$ cat src/shared/pll_ctl_pkg.sv
// Register map, field positions, reset values and timing for the PLL control
package pll_ctl_pkg;

    // Clock and window timing
    localparam int unsigned CLK_PERIOD_PS  = 8000;
    localparam int unsigned ANALOG_WIN_PS  = 10000;
    localparam int unsigned ANALOG_WIN_CYC =
        (ANALOG_WIN_PS / CLK_PERIOD_PS < 1) ? 1
                                            : ANALOG_WIN_PS / CLK_PERIOD_PS;
    localparam int unsigned PS_PER_TENTH_NS = 100;
    localparam int unsigned WIN_CYC_W       = 7;

    // Digital window, tenths of ns, index {speed[1:0], divide[2:0]}
    localparam logic [31:0][15:0] DIG_WIN_TENTHS = {
        16'd3380, 16'd1720, 16'd880, 16'd470,
        16'd260,  16'd154,  16'd102, 16'd76,
        16'd2720, 16'd1380, 16'd720, 16'd380,
        16'd220,  16'd133,  16'd92,  16'd71,
        16'd2550, 16'd1300, 16'd680, 16'd360,
        16'd210,  16'd128,  16'd89,  16'd70,
        16'd1950, 16'd1000, 16'd530, 16'd290,
        16'd170,  16'd110,  16'd80,  16'd65
    };

    // Register indices; byte address is four times the index
    localparam logic [7:0] IDX_REF_DIV  = 8'h02;
    localparam logic [7:0] IDX_FB_DIV   = 8'h03;
    localparam logic [7:0] IDX_MODE     = 8'h06;
    localparam logic [7:0] IDX_LOCK_CFG = 8'h07;
    localparam logic [7:0] IDX_REF_CFG  = 8'h08;
    localparam logic [7:0] IDX_CMP_CTRL = 8'h0B;
    localparam logic [7:0] IDX_OUT_SEL  = 8'h0F;
    localparam logic [7:0] IDX_STATUS   = 8'h12;
    localparam int unsigned ADDR_W      = 12;

    // Field positions
    localparam int unsigned UP_EN_BIT      = 5;
    localparam int unsigned DN_EN_BIT      = 6;
    localparam int unsigned FORCE_UP_BIT   = 9;
    localparam int unsigned FORCE_DN_BIT   = 10;
    localparam int unsigned PRESCALE_BIT   = 19;
    localparam int unsigned REF_BUF_HF_BIT = 21;
    localparam int unsigned LOCK_THR_LSB   = 0;
    localparam int unsigned LOCK_THR_W     = 3;
    localparam int unsigned LOCK_EN_BIT    = 3;
    localparam int unsigned LOCK_MODE_BIT  = 6;
    localparam int unsigned LOCK_WIN_LSB   = 7;
    localparam int unsigned LOCK_WIN_W     = 5;
    localparam int unsigned FRAC_EN_BIT    = 11;
    localparam int unsigned OUT_SEL_LSB    = 0;
    localparam int unsigned OUT_SEL_W      = 5;
    localparam int unsigned OUT_SEL_EN_BIT = 7;
    localparam int unsigned STATUS_LOCK_BIT = 1;
    localparam logic [4:0]  OUT_SEL_LOCK   = 5'h01;

    // Divider ranges
    localparam int unsigned REF_DIV_W  = 14;
    localparam int unsigned FB_DIV_W   = 19;
    localparam logic [18:0] N_MIN_INT  = 19'h00010;
    localparam logic [18:0] N_MIN_FRAC = 19'h00014;
    localparam logic [18:0] N_MAX_FRAC = 19'h7FFFB;

    // Reset values
    localparam logic [31:0] RST_CMP_CTRL = 32'h0000_0060;
    localparam logic [31:0] RST_REF_DIV  = 32'h0000_0001;
    localparam logic [31:0] RST_FB_DIV   = 32'h0000_0010;
    localparam logic [31:0] RST_ZERO     = 32'h0000_0000;

endpackage

$ cat src/shared/lock_if.sv
// Signals between the control core and the lock detector
`timescale 1ns/100ps
interface lock_if;
    logic       lock_en;
    logic       digital_mode;
    logic [4:0] win_sel;
    logic [2:0] threshold;
    logic       ref_edge;
    logic       fb_edge;
    logic       locked;

    modport ctl (output lock_en, digital_mode, win_sel, threshold,
                 ref_edge, fb_edge, input locked);
    modport det (input lock_en, digital_mode, win_sel, threshold,
                 ref_edge, fb_edge, output locked);
endinterface

$ cat src/core/pll_lock_detect_pd_control.sv
// PLL control core: APB registers, dividers, phase comparator, pump gating
//
// Design decisions made here: the APB slave port and the register addresses.
`timescale 1ns/100ps
// Notes on behaviour
// RL1 - Up-enable bit 5 clear blocks every upward charge_pump pulse.
// RL2 - Down-enable bit 6 clear blocks every downward charge_pump pulse.
// RL3 - Both enables clear: pump high impedance, all else keeps running. Code leaves high impedance off while bit 9 or 10 forces the pump.
// RL4 - Bit 9 forces pump continuously up, bit 10 continuously down.
// RL5 - Reference config bit 21 selects high-frequency buffer, else high gain.
// RL6 - Fourteen-bit reference divider divides by 1 to 16383.
// RL7 - Feedback divider 20..524283 fractional, 16..524287 integer.
// RL8 - Software sets prescaler bit 19 at 4 GHz; feedback then halved.
// RL9 - Lock detection runs only while enable bit 3 is set.
// RL10 - Status bit 1 reads 1 locked, 0 unlocked.
// RL11 - Both edges inside window, either order, increment counter.
// RL12 - Lock declared when counter reaches or exceeds threshold bits 2:0.
// RL13 - Missed window clears counter and reports unlocked at once.
// RL14 - Mode bit 6 low selects fixed 10 ns analog window.
// RL15 - Mode bit 6 high uses speed and divide window fields.
// RL16 - Software uses analog mode only when computed window equals 10 ns.
// RL17 - Software keeps pump offset under 25 percent, up offset only.
// RL18 - Output select enabled with code 1 puts lock on serial pin.
// RL19 - Digital window follows fixed table, 6.5 ns to 338 ns.
// RL20 - Qualification counter saturates at threshold instead of wrapping.
module pll_lock_detect_pd_control
(
    input  wire logic        clk,
    input  wire logic        rst,
    input  wire logic        ce,
    input  wire logic        psel,
    input  wire logic        penable,
    input  wire logic        pwrite,
    input  wire logic [11:0] paddr,
    input  wire logic [31:0] pwdata,
    output logic      [31:0] prdata,
    output logic             pready,
    output logic             pslverr,
    input  wire logic        ref_in,
    input  wire logic        fb_in,
    input  wire logic        serial_read_active,
    input  wire logic        serial_read_data,
    output logic             pump_up,
    output logic             pump_down,
    output logic             pump_hiz,
    output logic             ref_buf_hf,
    output logic             serial_out,
    output logic             serial_oe
);

    ////////////////////////////////////////////////////////////////////////
    // Register file
    logic [31:0] cmp_ctrl_q;
    logic [31:0] lock_cfg_q;
    logic [31:0] ref_cfg_q;
    logic [31:0] mode_q;
    logic [31:0] out_sel_q;
    logic [13:0] ref_div_q;
    logic [18:0] fb_div_q;
    logic [31:0] prdata_q;
    logic        pready_q;
    logic        pslverr_q;

    lock_if lk ();

    wire        addr_ok  = (paddr[1:0] == 2'b00) && (paddr[11:10] == 2'b00);
    wire [7:0]  idx      = paddr[9:2];
    wire        hit_rdiv = addr_ok && idx == pll_ctl_pkg::IDX_REF_DIV;
    wire        hit_fdiv = addr_ok && idx == pll_ctl_pkg::IDX_FB_DIV;
    wire        hit_mode = addr_ok && idx == pll_ctl_pkg::IDX_MODE;
    wire        hit_lcfg = addr_ok && idx == pll_ctl_pkg::IDX_LOCK_CFG;
    wire        hit_rcfg = addr_ok && idx == pll_ctl_pkg::IDX_REF_CFG;
    wire        hit_cmp  = addr_ok && idx == pll_ctl_pkg::IDX_CMP_CTRL;
    wire        hit_osel = addr_ok && idx == pll_ctl_pkg::IDX_OUT_SEL;
    wire        hit_stat = addr_ok && idx == pll_ctl_pkg::IDX_STATUS;
    wire        mapped   = hit_rdiv | hit_fdiv | hit_mode | hit_lcfg
                         | hit_rcfg | hit_cmp | hit_osel | hit_stat;

    // Answer one cycle into the access phase; commit when pready is seen
    wire        acc_first = psel && penable && !pready_q;
    wire        commit    = psel && penable && pready_q;
    wire        wr_en     = commit && pwrite && !pslverr_q;

    wire [31:0] status_word = {30'h0, lk.locked, 1'b0};            // [RL10]
    wire [31:0] rd_mux =
          hit_rdiv ? {18'h0, ref_div_q}
        : hit_fdiv ? {13'h0, fb_div_q}
        : hit_mode ? mode_q
        : hit_lcfg ? lock_cfg_q
        : hit_rcfg ? ref_cfg_q
        : hit_cmp  ? cmp_ctrl_q
        : hit_osel ? out_sel_q
        : hit_stat ? status_word
        : 32'h0000_0000;

    always_ff @(posedge clk or posedge rst)
    begin
        if (rst)
        begin
            pready_q  <= 1'b0;
            pslverr_q <= 1'b0;
            prdata_q  <= 32'h0000_0000;
        end
        else if (ce)
        begin
            pready_q  <= acc_first;
            pslverr_q <= acc_first && (!mapped || (pwrite && hit_stat));
            if (acc_first && !pwrite)
                prdata_q <= rd_mux;
        end
    end

    always_ff @(posedge clk or posedge rst)
    begin
        if (rst)
        begin
            cmp_ctrl_q <= pll_ctl_pkg::RST_CMP_CTRL;
            lock_cfg_q <= pll_ctl_pkg::RST_ZERO;
            ref_cfg_q  <= pll_ctl_pkg::RST_ZERO;
            mode_q     <= pll_ctl_pkg::RST_ZERO;
            out_sel_q  <= pll_ctl_pkg::RST_ZERO;
            ref_div_q  <= pll_ctl_pkg::RST_REF_DIV[13:0];
            fb_div_q   <= pll_ctl_pkg::RST_FB_DIV[18:0];
        end
        else if (ce && wr_en)
        begin
            if (hit_cmp)  cmp_ctrl_q <= pwdata;
            if (hit_lcfg) lock_cfg_q <= pwdata;
            if (hit_rcfg) ref_cfg_q  <= pwdata;
            if (hit_mode) mode_q     <= pwdata;
            if (hit_osel) out_sel_q  <= pwdata;
            if (hit_rdiv) ref_div_q  <= pwdata[13:0];
            if (hit_fdiv) fb_div_q   <= pwdata[18:0];
        end
    end

    ////////////////////////////////////////////////////////////////////////
    // Edge detection, prescaler and dividers
    logic        ref_prev_q;
    logic        fb_prev_q;
    logic        fb_half_q;
    logic [13:0] ref_cnt_q;
    logic [18:0] fb_cnt_q;
    logic        ref_edge_q;
    logic        fb_edge_q;

    wire ref_rise  = ref_in && !ref_prev_q;
    wire fb_rise   = fb_in && !fb_prev_q;
    wire prescale  = ref_cfg_q[pll_ctl_pkg::PRESCALE_BIT];
    wire fb_tick   = prescale ? (fb_rise && fb_half_q) : fb_rise; // [RL8]
    wire frac_mode = mode_q[pll_ctl_pkg::FRAC_EN_BIT];

    wire [13:0] rdiv_eff = (ref_div_q == 14'h0000) ? 14'h0001
                                                   : ref_div_q;   // [RL6]
    wire [18:0] n_min    = frac_mode ? pll_ctl_pkg::N_MIN_FRAC
                                     : pll_ctl_pkg::N_MIN_INT;
    wire [18:0] n_eff    = (fb_div_q < n_min) ? n_min
                         : (frac_mode && fb_div_q > pll_ctl_pkg::N_MAX_FRAC)
                             ? pll_ctl_pkg::N_MAX_FRAC
                             : fb_div_q;                            // [RL7]
    wire ref_tick_last = ref_rise && (ref_cnt_q >= rdiv_eff - 14'h0001);
    wire ref_wrap = ref_tick_last;
    wire fb_wrap  = fb_tick && (fb_cnt_q >= n_eff - 19'h00001);

    always_ff @(posedge clk or posedge rst)
    begin
        if (rst)
        begin
            ref_prev_q <= 1'b0;
            fb_prev_q  <= 1'b0;
            fb_half_q  <= 1'b0;
            ref_cnt_q  <= '0;
            fb_cnt_q   <= '0;
            ref_edge_q <= 1'b0;
            fb_edge_q  <= 1'b0;
        end
        else if (ce)
        begin
            ref_prev_q <= ref_in;
            fb_prev_q  <= fb_in;
            if (fb_rise)
                fb_half_q <= !fb_half_q;
            if (ref_rise)
                ref_cnt_q <= ref_wrap ? '0 : ref_cnt_q + 14'h0001;
            if (fb_tick)
                fb_cnt_q <= fb_wrap ? '0 : fb_cnt_q + 19'h00001;
            ref_edge_q <= ref_wrap;
            fb_edge_q  <= fb_wrap;
        end
    end

    ////////////////////////////////////////////////////////////////////////
    // Phase comparator and charge_pump gating
    logic cmp_up_q;
    logic cmp_dn_q;
    logic pump_up_q;
    logic pump_down_q;
    logic pump_hiz_q;
    logic ref_buf_hf_q;

    wire up_raw   = cmp_up_q || ref_edge_q;
    wire dn_raw   = cmp_dn_q || fb_edge_q;
    wire both_hi  = up_raw && dn_raw;
    wire up_en    = cmp_ctrl_q[pll_ctl_pkg::UP_EN_BIT];
    wire dn_en    = cmp_ctrl_q[pll_ctl_pkg::DN_EN_BIT];
    wire force_up = cmp_ctrl_q[pll_ctl_pkg::FORCE_UP_BIT];
    wire force_dn = cmp_ctrl_q[pll_ctl_pkg::FORCE_DN_BIT];
    wire up_d     = force_up || (cmp_up_q && up_en);       // [RL1] [RL4]
    wire dn_d     = force_dn || (cmp_dn_q && dn_en);       // [RL2] [RL4]
    wire hiz_d    = !up_en && !dn_en && !force_up && !force_dn; // [RL3]

    always_ff @(posedge clk or posedge rst)
    begin
        if (rst)
        begin
            cmp_up_q     <= 1'b0;
            cmp_dn_q     <= 1'b0;
            pump_up_q    <= 1'b0;
            pump_down_q  <= 1'b0;
            pump_hiz_q   <= 1'b0;
            ref_buf_hf_q <= 1'b0;
        end
        else if (ce)
        begin
            cmp_up_q     <= up_raw && !both_hi;
            cmp_dn_q     <= dn_raw && !both_hi;
            pump_up_q    <= up_d;
            pump_down_q  <= dn_d;
            pump_hiz_q   <= hiz_d;
            ref_buf_hf_q <= ref_cfg_q[pll_ctl_pkg::REF_BUF_HF_BIT]; // [RL5]
        end
    end

    ////////////////////////////////////////////////////////////////////////
    // Lock detector and serial pin multiplexing
    assign lk.lock_en      = lock_cfg_q[pll_ctl_pkg::LOCK_EN_BIT];
    assign lk.digital_mode = lock_cfg_q[pll_ctl_pkg::LOCK_MODE_BIT];
    assign lk.win_sel      = lock_cfg_q[pll_ctl_pkg::LOCK_WIN_LSB +:
                                        pll_ctl_pkg::LOCK_WIN_W];
    assign lk.threshold    = lock_cfg_q[pll_ctl_pkg::LOCK_THR_LSB +:
                                        pll_ctl_pkg::LOCK_THR_W];
    assign lk.ref_edge     = ref_edge_q;
    assign lk.fb_edge      = fb_edge_q;

    lock_detector u_lock
    (
        .clk (clk),
        .rst (rst),
        .ce  (ce),
        .lk  (lk.det)
    );

    logic serial_out_q;
    logic serial_oe_q;

    wire show_lock = out_sel_q[pll_ctl_pkg::OUT_SEL_EN_BIT]
        && out_sel_q[pll_ctl_pkg::OUT_SEL_LSB +: pll_ctl_pkg::OUT_SEL_W]
           == pll_ctl_pkg::OUT_SEL_LOCK;
    wire ser_d = serial_read_active ? serial_read_data
                                    : lk.locked;            // [RL18]

    always_ff @(posedge clk or posedge rst)
    begin
        if (rst)
        begin
            serial_out_q <= 1'b0;
            serial_oe_q  <= 1'b0;
        end
        else if (ce)
        begin
            serial_out_q <= (show_lock || serial_read_active) && ser_d;
            serial_oe_q  <= show_lock || serial_read_active;
        end
    end

    assign prdata     = prdata_q;
    assign pready     = pready_q;
    assign pslverr    = pslverr_q;
    assign pump_up    = pump_up_q;
    assign pump_down  = pump_down_q;
    assign pump_hiz   = pump_hiz_q;
    assign ref_buf_hf = ref_buf_hf_q;
    assign serial_out = serial_out_q;
    assign serial_oe  = serial_oe_q;
endmodule // pll_lock_detect_pd_control

$ cat src/core/lock_detector.sv
// Window-qualified lock detector with saturating qualification counter
`timescale 1ns/100ps
module lock_detector
(
    input  wire logic clk,
    input  wire logic rst,
    input  wire logic ce,
    lock_if.det       lk
);

    ////////////////////////////////////////////////////////////////////////
    typedef enum logic [1:0] {IDLE, WAIT_FB, WAIT_REF} ld_state_t;

    ld_state_t                                 state_q;
    logic      [pll_ctl_pkg::WIN_CYC_W-1:0]    timer_q;
    logic      [2:0]                           cnt_q;
    logic                                      locked_q;
    logic      [pll_ctl_pkg::WIN_CYC_W-1:0]    dig_cyc [32];

    // Digital window lengths in clock cycles, floored, at least one
    for (genvar i = 0; i < 32; i++)
    begin : g_win
        localparam int unsigned CYC = int'(pll_ctl_pkg::DIG_WIN_TENTHS[i])
            * pll_ctl_pkg::PS_PER_TENTH_NS / pll_ctl_pkg::CLK_PERIOD_PS;
        assign dig_cyc[i] = (CYC < 1) ? pll_ctl_pkg::WIN_CYC_W'(1)
                                      : pll_ctl_pkg::WIN_CYC_W'(CYC); // [RL19]
    end

    wire [pll_ctl_pkg::WIN_CYC_W-1:0] win_cyc = lk.digital_mode
        ? dig_cyc[lk.win_sel]                                    // [RL15]
        : pll_ctl_pkg::WIN_CYC_W'(pll_ctl_pkg::ANALOG_WIN_CYC);  // [RL14]
    wire [pll_ctl_pkg::WIN_CYC_W-1:0] elapsed = timer_q + 1'b1;
    wire waiting   = (state_q != IDLE);
    wire partner   = (state_q == WAIT_FB) ? lk.fb_edge : lk.ref_edge;
    wire both_now  = (state_q == IDLE) && lk.ref_edge && lk.fb_edge;
    // Either edge may lead; only the gap between them counts
    wire qualify   = both_now
                   || (waiting && partner && elapsed <= win_cyc);  // [RL11]
    wire fail      = waiting && !partner && elapsed >= win_cyc;    // [RL13]
    wire at_thr    = (cnt_q >= lk.threshold);
    wire [2:0] cnt_d = at_thr ? cnt_q : cnt_q + 3'h1;              // [RL20]

    ////////////////////////////////////////////////////////////////////////
    always_ff @(posedge clk or posedge rst)
    begin
        if (rst)
        begin
            state_q <= IDLE;
            timer_q <= '0;
        end
        else if (ce)
        begin
            timer_q <= waiting ? elapsed : '0;
            if (!lk.lock_en || qualify || fail)
                state_q <= IDLE;
            else if (state_q == IDLE && lk.ref_edge)
                state_q <= WAIT_FB;
            else if (state_q == IDLE && lk.fb_edge)
                state_q <= WAIT_REF;
        end
    end

    always_ff @(posedge clk or posedge rst)
    begin
        if (rst)
        begin
            cnt_q    <= '0;
            locked_q <= 1'b0;
        end
        else if (ce)
        begin
            if (!lk.lock_en || fail)
            begin
                cnt_q    <= '0;                                   // [RL9] [RL13]
                locked_q <= 1'b0;
            end
            else if (qualify)
            begin
                cnt_q    <= cnt_d;                                // [RL11]
                locked_q <= (cnt_d >= lk.threshold);              // [RL12]
            end
        end
    end

    assign lk.locked = locked_q;
endmodule // lock_detector

$ cat config.mk
export PLATFORM = sky130hd
export DESIGN_NAME = pll_lock_detect_pd_control
export DESIGN_NICKNAME = d
export VERILOG_FILES = /design/src/shared/pll_ctl_pkg.sv /design/src/shared/lock_if.sv /design/src/core/pll_lock_detect_pd_control.sv /design/src/core/lock_detector.sv
export SDC_FILE = /design/constraint.sdc
export NUM_CORES = 1
export LEC_CHECK = 0
export BUFFER_PORTS_ARGS = -buffer_cell sky130_fd_sc_hd__buf_2
export CAP_MARGIN = 40
export CORE_MARGIN = 2
export CORE_UTILIZATION = 50
export DETAILED_ROUTE_END_ITERATION = 10
export GPL_ROUTABILITY_DRIVEN = 0
export GPL_TIMING_DRIVEN = 0
export PLACE_DENSITY_LB_ADDON = 0.05
export SETUP_SLACK_MARGIN = 0.1
export SYNTH_ARGS = -nofsm -noshare
export SYNTH_HDL_FRONTEND = slang
export SYNTH_SLANG_ARGS = --single-unit
$ cat constraint.sdc
create_clock -name clk -period 15 [get_ports clk]
set_input_delay 0 -clock clk [delete_from_list [all_inputs] [get_ports clk]]
set_output_delay 0 -clock clk [all_outputs]
set_load 0.01 [all_outputs]
==> results of run 1 <==
## tightest hold or removal path: stages
cell and delay [ns]:
dlygate4sd3_1 0.53, buf_2 0.15, inv_8 0.35
## cells in the mapped netlist, drive strengths merged (6+ instances only)
cell type  count  area, µm²
ha            56        701
nand2b        15       93.8
or3           10       67.6
o21a           7       52.6
a31oi          7       43.8
dfrtp        282       7060
nand4         11       68.8
clkbuf        41        154
o211ai         6       45.0
o22ai         22        138
nor2         111        443
o21ai         85        425
xor2          21        184
a221o         13        130
nor2b         12       75.1
a21o           8       60.1
nor3          39        216
xnor2         29        254
inv           24       90.1
nor4          12       90.1
nand2        110        430
or4            6       45.0
a22o           8       70.1
mux2i          8       80.1
and3           8       50.1
nand3         30        150
and4           6       52.6
o31ai          6       45.0
mux2         201       2380
buf           23        158
a21oi        118        591
## layout make-up
cell class / instances / area, µm²
Buffer: 64 / 312
Clock buffer: 45 / 898
Clock inverter: 13 / 208
Fill cell: 2523 / 12000
Inverter: 24 / 97.6
Multi-Input combinational cell: 1003 / 7280
Sequential cell: 286 / 7160
Tap cell: 390 / 488
Timing Repair Buffer: 138 / 948
## power breakdown
group	internal (mW)	total (mW)	switching, mW	leakage (nW)
Sequential	0.790	0.811	0.0206	3.92
Combinational	0.0501	0.129	0.0788	3.99
Clock	0.501	0.827	0.325	0.545
Total	1.34	1.77	0.425	8.45
## sequential cells by signal, indices dropped and copies added (netlist names), 2 cells and up
| register | cells |
|---|---|
| cmp_ctrl_q | 32 |
| fb_cnt_q | 19 |
| fb_div_q | 19 |
| lock_cfg_q | 32 |
| mode_q | 32 |
| out_sel_q | 32 |
| prdata | 32 |
| ref_cfg_q | 32 |
| ref_cnt_q | 14 |
| ref_div_q | 14 |
| u_lock.cnt_q | 3 |
| u_lock.state_q | 2 |
| u_lock.timer_q | 7 |
## routing by layer
metal | track usage | routed length (µm) | vias up
met1 | 0.390 | 19300 | 5650
met5 | 0 | 10 | -
met2 | 0.412 | 18000 | 285
met3 | 0.0312 | 1830 | 63
met4 | 0.0579 | 782 | 2
li1 | - | - | 5339
## repair_timing
item                                   4_1_cts  5_1_grt
hold buffers                                42        0
endpoints found under the hold margin      277        0
gates resized for setup                      0        0
## cell families (layout without fill, tap and decap cells)
logic type	after synthesis	in the layout	share of synthesized area
mux	209	209	0.165
compound gates	303	303	0.121
simple gates	385	385	0.128
flops	286	286	0.482
buf+inv	88	284	0.0271
fa+ha+maj	56	56	0.0472
xor+xnor	50	50	0.0295
## worst max-delay path by stage
| stage | cells past startpoint | start | slack (ns) | end |
|---|---|---|---|---|
| 2_1_floorplan | 1 | rst | 7.11 | cmp_ctrl_q[0] |
| 3_3_place_gp | 2 | rst | 3.56 | ref_cnt_q[11] |
| 3_5_place_dp | 21 | fb_div_q[7] | 9.08 | fb_cnt_q[15] |
| 4_1_cts | 21 | fb_div_q[7] | 9.06 | fb_cnt_q[15] |
| 5_1_grt | 22 | fb_div_q[5] | 8.43 | fb_cnt_q[15] |
| 6_report | 21 | fb_div_q[7] | 8.98 | fb_cnt_q[15] |
## per-stage QoR
stage	cells	power (mW)	cell area, µm²	setup WS (ns)	utilization
floorplan	1377	0.888	14800	7.11	-
global placement	1860	0.942	15800	3.56	0.537
detailed placement	1863	0.945	15900	9.08	0.540
CTS	1963	1.78	17400	9.06	0.592
global route	1963	1.83	17400	8.43	0.592
finish	1963	1.77	17400	8.98	0.592
==> out/summary.json, run 1 <==
{
  "route": {
    "detail_route.first_pass.iterations": 5,
    "routed_wire_length_per_instance_um": 20.3,
    "detail-route-antenna-nets": 0,
    "drt_first_iter_violations": 764,
    "wirelength_mm": 39.9,
    "detail_route.drc_violations": 0,
    "vias_after_detailed_routing": 11300,
    "viasPerCell": 5.78
  },
  "clocking": {
    "cts_buffer_depth": 3,
    "cts_tree": "yes",
    "cts.sinks": 286,
    "cts_max_level": 1,
    "cts_buffers": 31,
    "postCtsSetupBuffers": 0,
    "clock_insertion_delay_worst_skew_ns": 0.59,
    "cts_root_buffer_type": "clkbuf_16",
    "clkTransAtPathRegs_ns": 0.06
  },
  "sta": {
    "max_slew.worst_pin.slew_ns": 0.852,
    "setup_violations": 0,
    "final_count_of_hold_timing_violations": 0,
    "finalClockSkew_ns": 0.0284,
    "final_period_minus_worst_setup_slack_ns": 6.02,
    "relSlewSlack": 0.426,
    "fin_worst_hold_slack_ns": 0.00990,
    "fin_crit_sh": 0.401,
    "rsz0062_at_grt": "false",
    "achievable-frequency_ghz": 0.166,
    "setup_total_negative_slack_ns": 0,
    "drv_slew": 0
  },
  "floorplanning": {
    "boundaryPins": 94,
    "rows": 63,
    "core_area_mm2": 0.0294,
    "floorplan.die_area_mm2": 0.0311,
    "chipWidth_um": 176,
    "initial_utilization": 0.505,
    "height_of_the_die_um": 176
  },
  "worst_setup_path": {
    "worst_path_largest_cell_delay_ns": 0.63,
    "worstPathMaxFanout": 10,
    "crit-reg2reg-capture": "fb_cnt_q[15]",
    "critical_path.startpoint_type": "flip-flop",
    "cp.buffers_inverters": 2,
    "critical-path-top-delay-family": "simple AND/OR/NAND/NOR gates",
    "critical_path.cell_chain": "or4_1 -> nand2b_1 -> nor4_4 -> nand2_1 -> o21ai_0 -> ha_1 -> nor2b_1 -> nand2_1 -> a211oi_1 -> nand2_1 -> xor2_1 -> ha_1 -> and4_1 -> nor4bb_1 -> nand4_1 -> o21ai_0 -> a311o_1 -> and2_1 -> clkbuf_1 -> clkbuf_1 -> nor2_1",
    "critical_path.slowest_cell": "or4_1",
    "timing.reg2reg.worst_path_depth": 21,
    "setup.worst_path.end_class": "flip-flop",
    "worst-endpoint-arrival_ns": 6.46,
    "rr_startpoint": "fb_div_q[7]",
    "critical_path.most_common_cell": "nand2_1",
    "worst-endpoint-required_ns": 15.44,
    "reg2reg_setup_slack_ns": 8.98,
    "crit_path_category": "reg -> reg"
  },
  "synthesis": {
    "yosys.cell_types.count": 67,
    "syn-mean-instance-area_um2": 10.8,
    "synthesis.yosys.warnings": 0,
    "edff_count_synth": 0,
    "mappedNetlistNets": 1487,
    "synthCells": 1377,
    "yosysSeqAreaShare": 0.482,
    "dominantRegCellSynth": "dfrtp_1",
    "post_synthesis_register_bit_count": 286,
    "synth-async-reset-ratio": 1.00,
    "syn_area_mm2": 0.0148
  },
  "grt": {
    "grt_start_max_net_pins": 111,
    "grt_antenna_before_repair": 1,
    "grt_first_pass_wirelength_mm": 63.6,
    "grt.overflow.total": 0,
    "via_count_of_the_first_global_routing_pass": 11100,
    "grt_use_total": 0.262
  },
  "layout": {
    "commonest_cells_after_routing_fill_and_taps_aside": "dfrtp_1, mux2_2, a21oi_1",
    "most_common_cell_after_layout_fill_and_taps_aside": "dfrtp_1",
    "num-nets-final": 1658,
    "n_antenna_cell": 0,
    "area_growth_syn_to_layout_pct": 17.2,
    "drive_above_1_share": 0.236
  },
  "power_and_ir_drop": {
    "total_leakage_power_nw": 8.45,
    "ir_drop_v": 0.0000782,
    "power_density_mw_per_mm2": 102
  },
  "outcome": {
    "status": "finished clean"
  },
  "place": {
    "input_output_buffers": 93,
    "place_hpwl_mm": 28.3
  },
  "min_path": {
    "holdCritPathClass": "in -> async"
  },
  "run": {
    "maxCapViolations": 0
  }
}
(Power assumes the default switching activity.)
==> run 2: changes to the inputs <==
clock period = 4.85 ns   (was 15 ns; I/O delays follow)
==> out/summary.json, run 2 (synthesized netlist as in run 1, its figures left out) <==
{
  "grt": {
    "via_count_of_the_first_global_routing_pass": {"value": 11200, "change": "was 11100"},
    "grt_use_met1": {"value": 0.388, "change": "was 0.390"},
    "grt_first_pass_wirelength": {"value": 63.9, "unit": "mm", "change": "was 63.6 mm"},
    "grt_antenna_before_repair": {"value": 1, "change": "unchanged"},
    "grt.met3_usage": {"value": 0.0334, "change": "was 0.0312"},
    "grt_use_total": {"value": 0.265, "change": "was 0.262"},
    "global_route.usage.met2": {"value": 0.421, "change": "was 0.412"},
    "highest_utilization_routing_layer_at_the_global_route_stage": {"value": "met2", "change": "unchanged"},
    "grt_start_max_net_pins": {"value": 38, "change": "was 111"},
    "grt.overflow.total": {"value": 0, "change": "unchanged"}
  },
  "power_and_ir_drop": {
    "total_power": {"value": 5.54, "unit": "mW", "change": "was 1.77 mW"},
    "power_density": {"value": 311, "unit": "mW/mm²", "change": "was 102 mW/mm²"},
    "total_leakage_power": {"value": 8.64, "unit": "nW", "change": "was 8.45 nW"},
    "ir_drop": {"value": 0.000274, "unit": "V", "change": "was 0.0000782 V"},
    "fraction_of_power_consumed_by_combinational_cells": {"value": 0.076, "change": "was 0.073"},
    "power.share.clock": {"value": 0.472, "change": "was 0.468"},
    "switching_share": {"value": 0.239, "change": "was 0.240"},
    "p_switching": {"value": 1.32, "unit": "mW", "change": "was 0.425 mW"},
    "internal-power": {"value": 4.21, "unit": "mW", "change": "was 1.34 mW"},
    "power.share.sequential": {"value": 0.453, "change": "was 0.459"}
  },
  "min_path": {
    "holdPathEnd": "pslverr",
    "hold_depth": 4,
    "hold_path_start": "paddr[6]",
    "holdCritPathClass": {"value": "in -> reg", "change": "was in -> async"}
  },
  "clocking": {
    "clkTransAtPathRegs": {"value": 0.06, "unit": "ns", "change": "about the same"},
    "cts_root_buffer_type": {"value": "clkbuf_16", "change": "unchanged"},
    "cts_max_level": {"value": 2, "change": "was 1"},
    "cts_buffers": {"value": 35, "change": "was 31"},
    "cts.sinks": {"value": 286, "change": "unchanged"},
    "cts_buffer_depth": {"value": 3, "change": "unchanged"},
    "clock_insertion_delay_worst_skew": {"value": 0.52, "unit": "ns", "change": "was 0.59 ns"},
    "cts_tree": {"value": "yes", "change": "unchanged"}
  },
  "worst_setup_path": {
    "rr_startpoint": {"value": "fb_div_q[5]", "change": "was fb_div_q[7]"},
    "critical_path.startpoint_type": {"value": "flip-flop", "change": "unchanged"},
    "worst_path_largest_cell_delay": {"value": 0.55, "unit": "ns", "change": "was 0.63 ns"},
    "cp.buffers_inverters": {"value": 5, "change": "was 2"},
    "worst-endpoint-arrival": {"value": 4.96, "unit": "ns", "change": "was 6.46 ns"},
    "worst-endpoint-required": {"value": 5.25, "unit": "ns", "change": "was 15.44 ns"},
    "critical-path-top-delay-family": {"value": "simple AND/OR/NAND/NOR gates", "change": "unchanged"},
    "timing.reg2reg.worst_path_depth": {"value": 23, "change": "was 21"},
    "worstPathMaxFanout": {"value": 6, "change": "was 10"},
    "setup.worst_path.end_class": {"value": "flip-flop", "change": "unchanged"},
    "critical_path.cell_chain": {"value": "buf_6 -> or4_4 -> nand2b_4 -> nor4_4 -> nand2_2 -> o21ai_2 -> ha_2 -> nor2b_4 -> nand2_2 -> a211oi_2 -> buf_4 -> buf_4 -> nor2b_2 -> xnor2_1 -> ha_1 -> nor4bb_4 -> nand4_1 -> o21ai_1 -> a311o_1 -> and2_4 -> buf_12 -> clkbuf_16 -> nor2_1", "change": "was or4_1 -> nand2b_1 -> nor4_4 -> nand2_1 -> o21ai_0 -> ha_1 -> nor2b_1 -> nand2_1 -> a211oi_1 -> nand2_1 -> xor2_1 -> ha_1 -> and4_1 -> nor4bb_1 -> nand4_1 -> o21ai_0 -> a311o_1 -> and2_1 -> clkbuf_1 -> clkbuf_1 -> nor2_1"},
    "crit_path_category": {"value": "reg -> reg", "change": "unchanged"},
    "reg2reg_setup_slack": {"value": 0.30, "unit": "ns", "change": "was 8.98 ns"},
    "crit-reg2reg-capture": {"value": "fb_cnt_q[14]", "change": "was fb_cnt_q[15]"},
    "critical_path.slowest_cell": {"value": "or4_4", "change": "was or4_1"}
  },
  "run": {
    "maxCapViolations": {"value": 0, "change": "unchanged"}
  },
  "place": {
    "placed_cell_area": {"value": 0.0160, "unit": "mm²", "change": "was 0.0159 mm²"},
    "place_hpwl": {"value": 29.3, "unit": "mm", "change": "was 28.3 mm"},
    "post-place-cells": {"value": 1870, "change": "was 1863"},
    "placement.setup.worst_slack": {"value": -1.09, "unit": "ns", "change": "was 9.08 ns"},
    "input_output_buffers": {"value": 93, "change": "unchanged"}
  },
  "sta": {
    "fin_crit_sh": {"value": 0.939, "change": "was 0.401"},
    "finalClockSkew": {"value": 0.0213, "unit": "ns", "change": "was 0.0284 ns"},
    "rsz0062_at_grt": {"value": "true", "change": "was false"},
    "finalWorstSetupSlack": {"value": 0.295, "unit": "ns", "change": "was 8.98 ns"},
    "setup_total_negative_slack": {"value": 0, "unit": "ns", "change": "unchanged"},
    "final_period_minus_worst_setup_slack": {"value": 4.55, "unit": "ns", "change": "was 6.02 ns"},
    "relSlewSlack": {"value": 0.390, "change": "was 0.426"},
    "achievable-frequency": {"value": 0.220, "unit": "GHz", "change": "was 0.166 GHz"},
    "max_slew.worst_pin.slew": {"value": 0.907, "unit": "ns", "change": "was 0.852 ns"},
    "final_count_of_hold_timing_violations": {"value": 0, "change": "unchanged"},
    "setup_violations": {"value": 0, "change": "unchanged"},
    "drv_slew": {"value": 0, "change": "unchanged"}
  },
  "outcome": {
    "status": {"value": "finished clean", "change": "unchanged"}
  },
  "layout": {
    "finish.instance_area": {"value": 0.0178, "unit": "mm²", "change": "was 0.0174 mm²"},
    "commonest_cells_after_routing_fill_and_taps_aside": {"value": "dfrtp_1, mux2_2, a21oi_1", "change": "unchanged"},
    "stdcell_count": {"value": 1984, "change": "was 1963"},
    "most_common_cell_after_layout_fill_and_taps_aside": {"value": "dfrtp_1", "change": "unchanged"},
    "drive_above_1_share": {"value": 0.262, "change": "was 0.236"},
    "num-nets-final": {"value": 1679, "change": "was 1658"},
    "area_growth_syn_to_layout": {"value": 19.8, "unit": "%", "change": "was 17.2%"}
  },
  "route": {
    "detail_route.drc_violations": {"value": 0, "change": "unchanged"},
    "detail_route.first_pass.iterations": {"value": 5, "change": "unchanged"},
    "wirelength": {"value": 40.5, "unit": "mm", "change": "was 39.9 mm"},
    "drt_first_iter_violations": {"value": 741, "change": "was 764"},
    "routed_wire_length_per_instance": {"value": 20.4, "unit": "µm", "change": "was 20.3 µm"},
    "detail-route-antenna-nets": {"value": 0, "change": "unchanged"},
    "vias_after_detailed_routing": {"value": 11400, "change": "was 11300"},
    "viasPerCell": {"value": 5.75, "change": "was 5.78"}
  },
  "floorplanning": {
    "initial_utilization": {"value": 0.505, "change": "unchanged"},
    "floorplan.die_area": {"value": 0.0311, "unit": "mm²", "change": "unchanged"},
    "chipWidth": {"value": 176, "unit": "µm", "change": "unchanged"},
    "height_of_the_die": {"value": 176, "unit": "µm", "change": "unchanged"},
    "boundaryPins": {"value": 94, "change": "unchanged"},
    "core_area": {"value": 0.0294, "unit": "mm²", "change": "unchanged"},
    "rows": {"value": 63, "change": "unchanged"}
  }
}
run 2: cell count changes in the layout (fill, tap and decap cells not counted), sizes merged, moves of 2 or more:
cell / before / now
buf: 119 / 140
clkbuf: 86 / 89
dlygate4sd3: 42 / 39
bufinv: 5 / 3
run 2: metrics by stage:
stage,hold slack (ns),util
global placement,0.244,0.538
detailed placement,0.188,0.544
CTS,0.0310,0.600
floorplan,0.132,-
global route,0.0568,0.605
finish,0.0660,0.605
run 2: final cells by class:
type / count / area, µm²
fill: 2481 / 11600
antenna: 1 / 2.50
multi-input combinational: 1003 / 7390
clock buffer: 49 / 1000
sequential: 286 / 7160
buffer: 64 / 347
timing repair buffer: 155 / 1160
clock inverter: 12 / 153
tap: 390 / 488
inverter: 24 / 93.8
run 2: worst max path at each step:
stage / start / to / cells after the start
2_1_floorplan: fb_div_q[5] / fb_cnt_q[10] / 22
3_3_place_gp: fb_div_q[7] / fb_cnt_q[15] / 21
3_5_place_dp: fb_div_q[7] / fb_cnt_q[18] / 21
4_1_cts: fb_div_q[9] / fb_cnt_q[18] / 22
5_1_grt: fb_div_q[9] / fb_cnt_q[9] / 22
6_report: fb_div_q[5] / fb_cnt_q[14] / 23
run 2: layer usage:
| metal | wire length [µm] | vias to the layer above | part of all wire |
|---|---|---|---|
| li1 | - | 5387 | - |
| met1 | 19100 | 5697 | 0.47 |
| met2 | 18700 | 283 | 0.46 |
| met3 | 1880 | 50 | 0.046 |
| met4 | 809 | 0 | 0.020 |
| met5 | 0 | - | 0 |
run 2: power by group through the flow:
stage | Clock (mW) | Combinational [mW] | Sequential [mW]
2_1_floorplan | 0 | 0.204 | 2.54
3_3_place_gp | 0 | 0.367 | 2.55
3_5_place_dp | 0 | 0.391 | 2.55
4_1_cts | 2.68 | 0.419 | 2.51
5_1_grt | 2.76 | 0.466 | 2.51
6_report | 2.61 | 0.418 | 2.51
run 2: what timing repair did:
action,in CTS,in global routing
buffers inserted,4,8
pin swaps,4,14
setup endpoints to repair,20,33
hold buffers,39,0
endpoints found under the hold margin,230,0
gates cloned,0,1
resized for setup,17,24
run 2: worst reg2reg max path, cell delays in order, from the launching register on:
cell	delay, ns
dfrtp_1	0.37
buf_6	0.13
or4_4	0.55
nand2b_4	0.17
nor4_4	0.21
nand2_2	0.14
o21ai_2	0.09
ha_2	0.20
nor2b_4	0.18
nand2_2	0.08
a211oi_2	0.27
buf_4	0.15
buf_4	0.10
nor2b_2	0.13
xnor2_1	0.09
ha_1	0.30
nor4bb_4	0.28
nand4_1	0.10
o21ai_1	0.17
a311o_1	0.21
and2_4	0.17
buf_12	0.14
clkbuf_16	0.14
nor2_1	0.04
